[config.mk]
export PLATFORM = sky130hd
export DESIGN_NAME = timer_run_flags
export DESIGN_NICKNAME = d
export VERILOG_FILES = /design/src/design/timer_run_flags.v
export VERILOG_INCLUDE_DIRS = /design/src /design/src/design
export SDC_FILE = /design/constraint.sdc
export NUM_CORES = 1
export LEC_CHECK = 0
export ABC_AREA = 1
export BUFFER_PORTS_ARGS = -buffer_cell sky130_fd_sc_hd__buf_4
export CORE_MARGIN = 2
export CORE_UTILIZATION = 32
export CTS_CLUSTER_SIZE = 30
export DETAILED_ROUTE_END_ITERATION = 12
export PLACE_DENSITY = 0.72
export SYNTH_ARGS = -nofsm -noshare
export SYNTH_HDL_FRONTEND = slang
export SYNTH_SLANG_ARGS = --single-unit
[constraint.sdc]
create_clock -name clk_i -period 0.95 [get_ports clk_i]
set_input_delay 0.1425 -clock clk_i [delete_from_list [all_inputs] [get_ports clk_i]]
set_output_delay 0.1425 -clock clk_i [all_outputs]
set_load 0.01 [all_outputs]
[src/design/timer_run_flags_consts.vh]
/*
  Constants for the timer run and overflow flag block: register offsets,
  bit positions, reset values.
  Assumes a classic Wishbone slave with 32-bit data, byte addresses.
*/
`ifndef TIMER_RUN_FLAGS_CONSTS_VH
`define TIMER_RUN_FLAGS_CONSTS_VH

`define TCTL_OFFSET     4'h0
`define TSTS_OFFSET     4'h4
`define ADDR_W          4
`define TCTL_T1_FLAG    7
`define TCTL_T1_RUN     6
`define TCTL_T0_FLAG    5
`define TCTL_T0_RUN     4
`define TSTS_T1_TOE     2
`define TSTS_T0_TOE     0
`define TCTL_RESET      8'h00
`define TSTS_RESET      8'h00

`endif

[src/design/timer_run_flags.v]
/*
  Upper half of the timer control register: run bits and overflow flags
  for timers 0 and 1, plus the timer status toggle-output enables.
  Assumes overflow and vector strobes are one-cycle pulses on clk_i.
*/
`timescale 1ns/1ps
`include "timer_run_flags_consts.vh"

module timer_run_flags (
  input  wire        clk_i,
  input  wire        rst_i,
  input  wire        cyc_i,
  input  wire        stb_i,
  input  wire        we_i,
  input  wire [3:0]  adr_i,
  input  wire [3:0]  sel_i,
  input  wire [31:0] dat_i,
  output reg  [31:0] dat_o,
  output reg         ack_o,
  output reg         err_o,
  input  wire        timer0_overflow_i,
  input  wire        timer1_overflow_i,
  input  wire        timer0_vector_i,
  output reg         timer0_run_o,
  output reg         timer1_run_o,
  output reg         timer0_overflow_flag_o,
  output reg         timer1_overflow_flag_o,
  output reg         timer0_toggle_out_enable_o,
  output reg         timer1_toggle_out_enable_o
);

  reg  [7:0] timer_control_r;
  reg  [7:0] timer_status_r;
  wire       req;
  wire       hit_ctl;
  wire       hit_sts;
  wire       wr_ctl;
  wire       wr_sts;
  reg        t0_flag_nxt;
  reg        t1_flag_nxt;

  // Ack gap: one answer per request, dropped the cycle after
  assign req     = cyc_i & stb_i & ~ack_o & ~err_o;
  assign hit_ctl = (adr_i == `TCTL_OFFSET);
  assign hit_sts = (adr_i == `TSTS_OFFSET);
  assign wr_ctl  = req & we_i & hit_ctl & sel_i[0];
  assign wr_sts  = req & we_i & hit_sts & sel_i[0];

  // Hardware set wins over a software clear in the same cycle
  always @* begin
    t1_flag_nxt = timer_control_r[`TCTL_T1_FLAG];
    if (wr_ctl) begin
      t1_flag_nxt = dat_i[`TCTL_T1_FLAG];
    end
    if (timer1_overflow_i && !timer_status_r[`TSTS_T1_TOE]) begin
      t1_flag_nxt = 1'b1;
    end
    t0_flag_nxt = timer_control_r[`TCTL_T0_FLAG];
    if (wr_ctl) begin
      t0_flag_nxt = dat_i[`TCTL_T0_FLAG];
    end
    if (timer0_vector_i) begin
      t0_flag_nxt = 1'b0;
    end
    if (timer0_overflow_i && !timer_status_r[`TSTS_T0_TOE]) begin
      t0_flag_nxt = 1'b1;
    end
  end

  always @(posedge clk_i) begin
    if (rst_i) begin
      timer_control_r <= `TCTL_RESET;
      timer_status_r  <= `TSTS_RESET;
      ack_o           <= 1'b0;
      err_o           <= 1'b0;
      dat_o           <= 32'h00000000;
    end else begin
      timer_control_r[`TCTL_T1_FLAG] <= t1_flag_nxt;
      timer_control_r[`TCTL_T0_FLAG] <= t0_flag_nxt;
      if (wr_ctl) begin
        timer_control_r[`TCTL_T1_RUN] <= dat_i[`TCTL_T1_RUN];
        timer_control_r[`TCTL_T0_RUN] <= dat_i[`TCTL_T0_RUN];
      end
      if (wr_sts) begin
        timer_status_r[`TSTS_T1_TOE] <= dat_i[`TSTS_T1_TOE];
        timer_status_r[`TSTS_T0_TOE] <= dat_i[`TSTS_T0_TOE];
      end
      ack_o <= req & (hit_ctl | hit_sts);
      err_o <= req & ~(hit_ctl | hit_sts);
      if (req & ~we_i & hit_ctl) begin
        dat_o <= {24'h000000, timer_control_r[7:4], 4'h0};
      end else if (req & ~we_i & hit_sts) begin
        dat_o <= {24'h000000, timer_status_r};
      end else begin
        dat_o <= 32'h00000000;
      end
    end
  end

  // Outputs registered; mirror the register a cycle late
  always @(posedge clk_i) begin
    if (rst_i) begin
      timer0_run_o               <= 1'b0;
      timer1_run_o               <= 1'b0;
      timer0_overflow_flag_o     <= 1'b0;
      timer1_overflow_flag_o     <= 1'b0;
      timer0_toggle_out_enable_o <= 1'b0;
      timer1_toggle_out_enable_o <= 1'b0;
    end else begin
      timer0_run_o               <= timer_control_r[`TCTL_T0_RUN];
      timer1_run_o               <= timer_control_r[`TCTL_T1_RUN];
      timer0_overflow_flag_o     <= timer_control_r[`TCTL_T0_FLAG];
      timer1_overflow_flag_o     <= timer_control_r[`TCTL_T1_FLAG];
      timer0_toggle_out_enable_o <= timer_status_r[`TSTS_T0_TOE];
      timer1_toggle_out_enable_o <= timer_status_r[`TSTS_T1_TOE];
    end
  end

endmodule

Word level (Yosys, flattened, before mapping)
Index checks and enable logic that the tools add are counted.
{ "op_classes": {"n_reduce_logical": 9, "muxes": 7, "div_mod_pow": 0, "order_cmp": 0, "mul": 0, "eq_ne": 1, "shift": 0, "n_bitwise": 19, "addsub": 0} }
{ "ops": {"columns": ["cell", "count"], "rows": [
  ["AND 1 bit", 13],
  ["2-to-1 mux 8 bit", 1],
  ["2-to-1 mux 1 bit", 5],
  ["inverter 1 bit", 5],
  ["== test 4 x 3 -> 1 bit (second input constant)", 1],
  ["logical NOT 4 bit", 1],
  ["2-to-1 mux 3 bit", 1],
  ["nonzero test 3 bit", 1],
  ["OR reduction 3 bit", 1],
  ["logical AND 1 bit", 2],
  ["logical NOT 1 bit", 2],
  ["nonzero test 2 bit", 1],
  ["OR reduction 2 bit", 1],
  ["OR 1 bit", 1]
]} }
{ "totals": {"mem_count": 0, "ramBits": 0, "latchBits": 0, "out_inout_bits": 40, "mem_bits_ro": 0, "wordCells": 51, "register_bits": 44} }

Longest topological paths before layout
Gate-level depths: netlist of run 1.
{ "logic_depth": {"ltp_word": 9, "mapped_depth": 8, "depth_no_buf": 8} }

Worst setup path after synthesis of run 1
No wires, ideal clock.
{ "synth_timing": {"path_kind": "reg-to-reg", "from": "register err_o", "to": "register timer_status_r[0]", "stages_incl_launch_ff": 7, "synth_period_minus_slack_ns": 1.071, "n_path_buf": 0, "path_slack_ns": -0.121, "t_arrival_ns": 0.951, "cell_sequence": "dfxtp_1 nor2_1 nand2_1 nor2_4 nand3_2 o21ai_0 a21oi_1"} }
{ "synth_via": {"elab_chain_cells": 5} }
{ "synth_rtl": {"columns": ["item", "line", "rtl"], "rows": [
  ["from (decl)", "timer_run_flags.v:20", "output reg err_o,"],
  ["from (signal assigned)", "timer_run_flags.v:89", "err_o <= req & ~(hit_ctl | hit_sts);"],
  ["inverter 1 bit", "timer_run_flags.v:43", "assign req = cyc_i & stb_i & ~ack_o & ~err_o;"],
  ["AND 1 bit", "timer_run_flags.v:43", null],
  ["AND 1 bit (3 in series)", "timer_run_flags.v:47", "assign wr_sts = req & we_i & hit_sts & sel_i[0];"],
  ["to (signal assigned)", "timer_run_flags.v:73", "timer_status_r <= `TSTS_RESET;"],
  ["to (signal, indexed assignment)", "timer_run_flags.v:85", "timer_status_r[`TSTS_T1_TOE] <= dat_i[`TSTS_T1_TOE];"],
  ["to (signal, indexed assignment)", "timer_run_flags.v:86", "timer_status_r[`TSTS_T0_TOE] <= dat_i[`TSTS_T0_TOE];"],
  ["to (decl)", "timer_run_flags.v:33", "reg [7:0] timer_status_r;"]
]} }
Every way passes these cells.
A chain may end at the register's enable or synchronous reset.

Worst setup path after layout of run 1
{ "layout_timing": {"from": "register err_o", "to": "register timer_control_r[5]"} }
{ "layout_via": {"elab_chain_cells": 6} }
{ "layout_rtl": {"columns": ["item", "line", "rtl"], "rows": [
  ["inverter 1 bit", "timer_run_flags.v:43", null],
  ["AND 1 bit", "timer_run_flags.v:43", null],
  ["AND 1 bit (3 in series)", "timer_run_flags.v:46", "assign wr_ctl = req & we_i & hit_ctl & sel_i[0];"],
  ["nonzero test 3 bit (no source line)", null, null],
  ["to (signal assigned)", "timer_run_flags.v:72", "timer_control_r <= `TCTL_RESET;"],
  ["to (signal, indexed assignment)", "timer_run_flags.v:78", "timer_control_r[`TCTL_T1_FLAG] <= t1_flag_nxt;"],
  ["to (signal, indexed assignment)", "timer_run_flags.v:79", "timer_control_r[`TCTL_T0_FLAG] <= t0_flag_nxt;"],
  ["to (decl)", "timer_run_flags.v:32", "reg [7:0] timer_control_r;"]
]} }
Every way passes these cells.

==> metrics.yaml, run 1 <==
run_status:
  status: "finished with violations"
  violations: "setup timing"
place:
  dp_hpwl_um: 1470
  port-buffer-count: 32
  dp.cells: 176
  gp_routability_congestion: 0.754
hold_path:
  min_from: "rst_i"
  min_to: "timer_control_r[5]$_SDFFE_PP0P_"
  hp-class: "in -> reg"
  min_path_cells: 2
sta:
  fmax_ghz: 0.884
  hold_viol_final: 0
  fin_crit_sh: 1.19
  rsz0062_at_grt: "yes"
  finalCriticalPeriod_ns: 1.13
  setup_slack_ns: -0.181
  setup_viol: 14
  finClkSkew_ns: 0.00443
  setup_tns_ns: -1.53
  report.final.slew_viol_count: 0
global_routing:
  grt_start_max_net_pins: 12
  overflow: 0
  grt_pass1_vias: 657
  track_usage: 0.108
  grt_pass1_wl_um: 2690
  antenna_found_initial: 0
power:
  power_density_nw_per_um2: 1290
  peakVddDrop_uv: 1120
  p_leak_nw: 0.609
setup_path:
  critPathSlowestCell: "dfxtp_2"
  arrival_ns: 1.38
  critPathRequiredTime_ns: 1.20
  r2r-start: "err_o$_SDFF_PP0_"
  path_cells: "nor2_2 -> nand2_2 -> nor2_4 -> nand2_4 -> nand2_2 -> nand3_2 -> a21oi_2"
  path_class: "reg -> reg"
  r2r_slack_ns: -0.18
  reg2reg_to: "timer_control_r[5]$_SDFFE_PP0P_"
  cp_max_fo: 6
  crit_path_start: "err_o$_SDFF_PP0_"
  reg2reg_depth: 7
  crit_top_cell: "nand2_2"
  cp_slowest_stage_delay_ns: 0.34
  end_kind: "flip-flop"
  startpoint_type: "flip-flop"
routing:
  post-route-drc-count: 0
  vias: 717
  wl_um: 1770
  firstDrtPassIters: 6
  post_drt_wl_per_cell_um: 9.78
  viasPerCell: 3.96
  ant_nets: 0
  drt_iter0_markers: 10
clocking:
  cts_setup_buffers: 0
  clkSlewWorstSetupHoldPaths_ns: 0.11
  worstSkewPairLatency_ns: 0.30
  cts_tree: "built"
  cts_sinks: 20
  numCtsBuffers: 3
  ctsHtreeMaxLevel: 1
  cts_buffer_depth: 2
  cts_root_buf: "clkbuf_4"
floorplanning:
  die_h_um: 57.6
  std_cell_rows: 19
  core_area_um2: 2730
  die-width_um: 57.6
  start_util: 0.336
  io_pins: 88
  dieArea_um2: 3320
finish:
  areaGrowthSynthToFinish_pct: 32.5
  antenna_cells: 0
  nets: 199
  drive_gt1_frac: 0.413
  layout.cells.non_filler: 181
synthesis:
  syn_area_per_cell_um2: 8.36
  yosysTopAreaCellShare: 0.435
  ys_types: 20
  yosysWarnings: 0
  synth_area_um2: 920
  yosysSeqAreaShare: 0.435
  synth_top_area_cell: "dfxtp_1"
  synth_seq_cells: 20
  synth_area_leaders: "dfxtp_1 (44%), buf_4 (21%), inv_1 (6.5%)"
  syn-instance-count: 110
job:
  maxCapViolCount: 0
==> report_power, final <==
group	switching [mW]	internal [mW]
Sequential	0.00532	0.852
Clock	0.253	0.234
Combinational	0.129	0.0945
Total	0.387	1.18
==> metrics by stage <==
stage          total power [mW]   util  hold slack (ns)  setup WS, ns  area, um^2
6_report                   1.57  0.446           0.0707        -0.181        1220
2_1_floorplan              1.07      -            0.220        -0.113        1010
3_3_place_gp               1.08  0.414            0.338        -0.123        1130
4_1_cts                    1.58  0.436           0.0580        -0.157        1190
5_1_grt                    1.65  0.446           0.0564        -0.225        1220
3_5_place_dp               1.09  0.414            0.339        -0.182        1130
==> synth_stat cells <==
| cell | instances |
|---|---|
| a21oi_1 | 5 |
| nand3_1 | 2 |
| nand3_2 | 2 |
| nor2_4 | 3 |
| nor2_2 | 3 |
| a31oi_1 | 1 |
| o21ai_1 | 1 |
| conb_1 | 1 |
| nor2_1 | 11 |
| buf_2 | 1 |
| nor3_1 | 3 |
| inv_1 | 16 |
| nand2_4 | 1 |
| buf_4 | 26 |
| nand2_2 | 2 |
| o21ai_0 | 3 |
| nand4_1 | 1 |
| dfxtp_1 | 20 |
| nand2_1 | 7 |
| a21oi_2 | 1 |
==> state kept, by name, summed over array words and instances, names as in the netlist <==
name / count
ack_o: 1
dat_o: 6
err_o: 1
timer0_overflow_flag_o: 1
timer0_run_o: 1
timer0_toggle_out_enable_o: 1
timer1_overflow_flag_o: 1
timer1_run_o: 1
timer1_toggle_out_enable_o: 1
timer_control_r: 4
timer_status_r: 2
==> per-layer routing <==
layer / vias to the layer above / track usage / part of all wire
li1: 365 / - / -
met1: 305 / 0.117 / 0.38
met2: 44 / 0.183 / 0.48
met3: 3 / 0.0379 / 0.12
met4: 0 / 0.0598 / 0.019
met5: - / 0 / 0
==> how the worst max path moves through the flow <==
stage,endpoint,cells past startpoint
floorplan,timer_status_r[0]$_SDFFE_PP0P_,6
global placement,timer_status_r[0]$_SDFFE_PP0P_,6
detailed placement,timer_status_r[0]$_SDFFE_PP0P_,6
CTS,timer_status_r[0]$_SDFFE_PP0P_,6
global route,timer_control_r[5]$_SDFFE_PP0P_,7
finish,timer_control_r[5]$_SDFFE_PP0P_,7
==> cell usage in the layout (no fill, tap or decap), types with 2 or more instances in the layout <==
cell      Yosys  layout
buf_4        26      35
nand3_1       2       2
nor3_1        3       2
o21ai_2       0       4
nand2_1       7       6
dfxtp_2       0       2
nor2_2        3       4
dfxtp_1      20      18
nor2_1       11      10
nor2_4        3       3
inv_1        16      16
conb_1        1      26
a21oi_1       5       5
buf_6         0       2
nand2_2       2       3
clkbuf_4      0       3
==> timing repair <==
item / 4_1_cts / 5_1_grt
gates resized for setup: 5 / 6
cloned: 0 / 0
endpoints found under the hold margin: 1 / 0
pin swaps: 5 / 2
setup endpoints to repair: 15 / 16
hold buffers: 1 / 0
==> critical path, delay by kind of cell (launching register included) <==
kind / cells / cell delay [ns]
AND/OR/NAND/NOR: 6 / 0.63
flip-flops: 1 / 0.34
AO/OA/AOI/OAI: 1 / 0.11
==> cell type report <==
cell class / count / area (um^2)
flip-flops and latches: 20 / 403
clock buffers: 4 / 36.3
repair buffers: 38 / 295
inverters: 16 / 60.1
well taps: 31 / 38.8
fillers: 279 / 1520
multi-input cells: 72 / 385
==> cells by family after synthesis <==
family                 share of synthesized area
AO/OA/AOI/OAI                             0.0653
other                                    0.00408
AND/OR/NAND/NOR                            0.212
buffers and inverters                      0.283
flip-flops                                 0.435
(Power assumes the default switching activity.)
==> run 2: changes to the inputs <==
Settings changed: CELL_PAD_IN_SITES_DETAIL_PLACEMENT set to 1, CELL_PAD_IN_SITES_GLOBAL_PLACEMENT set to 1, CORE_UTILIZATION 32 to 21.
==> metrics.yaml, run 2 (synthesis results as in run 1) <==
routing:
  vias: 741
  drt_iter0_markers: 39
  post_drt_wl_per_cell_um: 10.2
  firstDrtPassIters: 4
  ant_nets: 0
  wl_um: 2100
  viasPerCell: 3.61
  post-route-drc-count: 0
finish:
  nFillCells: 517
  top_register: "dat_o"
  areaGrowthSynthToFinish_pct: 41.4
  drive_gt1_frac: 0.438
  layout.cells.non_filler: 205
  multiInputGateArea_um2: 378
  final_cell_mix: "buf_4 (37), conb_1 (26), dfxtp_1 (18)"
  final_area_um2: 1300
  largest_reg_flops: 6
  seq_area_um2: 403
  nets: 202
  top_regs: "dat_o (6), timer_control_r (4), timer_status_r (2)"
  final_common_cell: "buf_4"
  antenna_cells: 0
place:
  dp_hpwl_um: 1720
  placed_cell_area_um2: 1170
  gp_routability_congestion: 0.723
  dp.cells: 199
  port-buffer-count: 32
job:
  maxCapViolCount: 0
sta:
  finClkSkew_ns: 0.00616
  fin_crit_sh: 1.21
  setup_viol: 16
  rsz0062_at_grt: "yes"
  finalCriticalPeriod_ns: 1.15
  hold_viol_final: 0
  setup_slack_ns: -0.199
  report.final.slew_viol_count: 0
  fmax_ghz: 0.870
setup_path:
  path_class: "reg -> reg"
  cp_max_fo: 3
  critPathRequiredTime_ns: 1.11
  r2r_slack_ns: -0.20
  end_kind: "flip-flop"
  r2r-start: "err_o$_SDFF_PP0_"
  arrival_ns: 1.31
  reg2reg_to: "timer_control_r[5]$_SDFFE_PP0P_"
  reg2reg_depth: 7
  startpoint_type: "flip-flop"
clocking:
  numCtsBuffers: 3
  ctsHoldBuffers: 0
  clkSlewWorstSetupHoldPaths_ns: 0.08
  cts_buffer_depth: 2
  cts_root_buf: "clkbuf_8"
  cts_tree: "built"
  ctsHtreeMaxLevel: 1
  worstSkewPairLatency_ns: 0.26
  cts_sinks: 20
hold_path:
  min_path_cells: 2
  min_from: "adr_i[3]"
  min_to: "ack_o$_SDFF_PP0_"
  hp-class: "in -> reg"
floorplanning:
  dieArea_um2: 4920
  std_cell_rows: 24
  die-width_um: 70.2
  die_h_um: 70.2
  core_area_um2: 4290
  io_pins: 88
  start_util: 0.214
global_routing:
  antenna_found_initial: 0
  grt_start_max_net_pins: 13
  grt_pass1_wl_um: 3170
  grt_pass1_vias: 719
  track_usage: 0.0854
  overflow: 0
power:
  peakVddDrop_uv: 514
  finalPower_mw: 1.94
  p_leak_nw: 0.641
  power_density_nw_per_um2: 1490
run_status:
  violations: "setup timing"
  status: "finished with violations"
[run 2: cell types whose count changed in the layout (fill, tap and decap cells not counted), sizes merged]
cell         previous run  this run
buf                    37        41
clkbuf                  4         3
bufinv                  0         1
dlygate4sd3             1         0
[run 2: metal layers]
layer	vias to the layer above	global-route usage	share of wire
li1	370	-	-
met1	331	0.0833	0.36
met5	-	0	0
met3	2	0.0317	0.097
met2	38	0.159	0.53
met4	0	0.0385	0.0090
[run 2: repair_timing]
action	in CTS	in global routing
gates cloned	0	0
resized for setup	11	4
buffers inserted	2	3
endpoints found under the setup margin	16	16
pin swaps	5	3
[run 2: where the power goes]
part	leakage (nW)	internal (mW)	switching, mW
combinational	0.442	0.103	0.134
sequential	0.163	0.852	0.00532
clock	0.0357	0.562	0.282
total	0.641	1.52	0.421
[run 2: worst max-delay path by stage]
stage | from | to | slack, ns | cells after the start
floorplan | err_o$_SDFF_PP0_ | timer_status_r[0]$_SDFFE_PP0P_ | -0.11 | 6
global placement | err_o$_SDFF_PP0_ | timer_status_r[0]$_SDFFE_PP0P_ | -0.12 | 6
detailed placement | err_o$_SDFF_PP0_ | dat_o[7]$_SDFF_PP0_ | -0.23 | 5
CTS | err_o$_SDFF_PP0_ | dat_o[7]$_SDFF_PP0_ | -0.20 | 5
global route | err_o$_SDFF_PP0_ | dat_o[7]$_SDFF_PP0_ | -0.25 | 5
finish | err_o$_SDFF_PP0_ | timer_control_r[5]$_SDFFE_PP0P_ | -0.20 | 7
[run 2: layout make-up]
cell class / instances / area share
flip-flops and latches: 20 / 0.310
multi-input cells: 72 / 0.291
repair buffers: 41 / 0.248
well taps: 52 / 0.0500
inverters: 16 / 0.0462
clock buffers: 3 / 0.0318
clock inverters: 1 / 0.0231
[run 2: per-stage QoR]
| step | hold WS, ns | setup slack [ns] | util | setup TNS, ns |
|---|---|---|---|---|
| 6_report | 0.0560 | -0.199 | 0.303 | -2.00 |
| 3_5_place_dp | 0.341 | -0.226 | 0.273 | -2.12 |
| 4_1_cts | 0.0518 | -0.197 | 0.299 | -1.77 |
| 2_1_floorplan | 0.220 | -0.113 | - | -0.511 |
| 3_3_place_gp | 0.341 | -0.123 | 0.273 | -1.10 |
| 5_1_grt | 0.0523 | -0.251 | 0.303 | -2.79 |
[run 2: worst max-delay path: stages, from the launching register on]
cell and delay (ns):
dfxtp_2 0.33, nor2_2 0.13, nand2_2 0.09, nor2_4 0.16
buf_4 0.14, nand3_1 0.07, nand3_2 0.08, a21oi_2 0.04
==> run 3: changes to the inputs <==
Settings changed: CORE_ASPECT_RATIO set to 1.25.
==> metrics.yaml, run 3 (synthesis results as in run 1) <==
run_status:
  status: "finished with violations"
  violations: "setup timing"
place:
  place_ws_ns: -0.221
  placed_cell_area_um2: 1180
  dp_hpwl_um: 1680
  gp_routability_congestion: 0.722
  port-buffer-count: 32
finish:
  final_area_um2: 1330
  drive_gt1_frac: 0.461
  nFillCells: 542
  top_register: "dat_o"
  largest_reg_flops: 6
  finish.utilization: 0.319
  top_regs: "dat_o (6), timer_control_r (4), timer_status_r (2)"
  nets: 201
  areaGrowthSynthToFinish_pct: 44.5
  final_common_cell: "buf_4"
  antenna_cells: 0
  final_cell_mix: "buf_4 (35), conb_1 (26), dfxtp_1 (18)"
clocking:
  cts_buffer_depth: 2
  ctsHtreeMaxLevel: 1
  numCtsBuffers: 3
  worstSkewPairLatency_ns: 0.26
  clkSlewWorstSetupHoldPaths_ns: 0.07
  cts_root_buf: "clkbuf_8"
  cts_tree: "built"
  cts_sinks: 20
  ctsHoldBuffers: 0
global_routing:
  grt_pass1_wl_um: 3420
  overflow: 0
  grt_pass1_vias: 766
  antenna_found_initial: 0
  track_usage: 0.0926
  grt_start_max_net_pins: 13
setup_path:
  path_cells: "nor2_2 -> nand2_2 -> nor2_4 -> nand3_4 -> o21ai_2 -> a21oi_2"
  cp_top_family: "simple AND/OR/NAND/NOR gates"
  cp_slowest_stage_delay_ns: 0.33
  crit_end: "timer_status_r[0]$_SDFFE_PP0P_"
  reg2reg_to: "timer_status_r[0]$_SDFFE_PP0P_"
  critPathRequiredTime_ns: 1.10
  cp.depth: 6
  crit_path_start: "err_o$_SDFF_PP0_"
  critPathSlowestCell: "dfxtp_2"
  startpoint_type: "flip-flop"
  cp_max_fo: 4
  end_kind: "flip-flop"
  r2r_slack_ns: -0.17
  reg2reg_depth: 6
  path_class: "reg -> reg"
  r2r-start: "err_o$_SDFF_PP0_"
  arrival_ns: 1.27
  critPathBufInv: 0
sta:
  fmax_ghz: 0.894
  setup_slack_ns: -0.168
  hold_viol_final: 0
  finClkSkew_ns: 0.000667
  setup_viol: 16
  report.final.slew_viol_count: 0
  fin_crit_sh: 1.18
  rsz0062_at_grt: "yes"
  finalCriticalPeriod_ns: 1.12
power:
  switching_share: 0.224
  peakVddDrop_uv: 575
  p_leak_nw: 0.646
  internal_power_mw: 1.52
  clkPwrFrac: 0.439
  power_density_nw_per_um2: 1470
  p_sw_mw: 0.437
  p_comb_frac: 0.123
  pwr-share-seq: 0.438
routing:
  viasPerCell: 3.51
  drt_iter0_markers: 12
  wl_um: 2070
  firstDrtPassIters: 4
  ant_nets: 0
  vias: 730
  post_drt_wl_per_cell_um: 9.97
  post-route-drc-count: 0
floorplanning:
  dieArea_um2: 4930
  core_area_um2: 4160
  start_util: 0.221
  std_cell_rows: 26
  die_h_um: 78.0
  io_pins: 88
  die-width_um: 63.2
hold_path:
  hp-class: "in -> reg"
job:
  maxCapViolCount: 0
## run 3: final cells by class
| class | instances | area (um^2) | area share |
|---|---|---|---|
| Clock inverter | 1 | 30.0 | 0.0226 |
| Timing Repair Buffer | 40 | 319 | 0.240 |
| Tap cell | 56 | 70.1 | 0.0527 |
| Sequential cell | 20 | 403 | 0.303 |
| Multi-Input combinational cell | 72 | 405 | 0.305 |
| Clock buffer | 3 | 41.3 | 0.0311 |
| Inverter | 16 | 60.1 | 0.0452 |
## run 3: how the worst min path moves through the flow
stage / start / to / cells past startpoint
after global placement: adr_i[3] / ack_o$_SDFF_PP0_ / 2
final: adr_i[3] / ack_o$_SDFF_PP0_ / 2
after global routing: adr_i[3] / ack_o$_SDFF_PP0_ / 2
after detailed placement: adr_i[3] / ack_o$_SDFF_PP0_ / 2
after CTS: adr_i[3] / ack_o$_SDFF_PP0_ / 2
after floorplan: adr_i[3] / ack_o$_SDFF_PP0_ / 1
## run 3: power by group through the flow
| stage | registers [mW] | logic, mW | clock network (mW) |
|---|---|---|---|
| 2_1_floorplan | 0.879 | 0.189 | 0 |
| 3_3_place_gp | 0.875 | 0.216 | 0 |
| 3_5_place_dp | 0.876 | 0.218 | 0 |
| 4_1_cts | 0.857 | 0.238 | 0.884 |
| 5_1_grt | 0.858 | 0.266 | 0.919 |
| 6_report | 0.857 | 0.240 | 0.857 |
## run 3: per-layer routing
metal  share of wire  GRT usage
met3           0.097     0.0275
met1            0.40     0.0984
met5               0          0
met2            0.47      0.155
met4           0.031     0.0652
## run 3: through the flow
step                setup TNS, ns  std cells  hold WS, ns  power (mW)
finish                      -1.46        208       0.0488        1.95
global route                -2.71        208       0.0555        2.04
CTS                         -1.53        208       0.0487        1.98
detailed placement          -1.41        203        0.345        1.09
global placement            -1.14        203        0.345        1.09
floorplan                  -0.511        135        0.220        1.07
## run 3: timing repair
item / in CTS / in global routing
setup endpoints to repair: 16 / 16
gates cloned: 0 / 0
gates resized for setup: 16 / 5
buffers inserted: 1 / 1
pin swaps: 5 / 3
endpoints found under the hold margin: 0 / 0
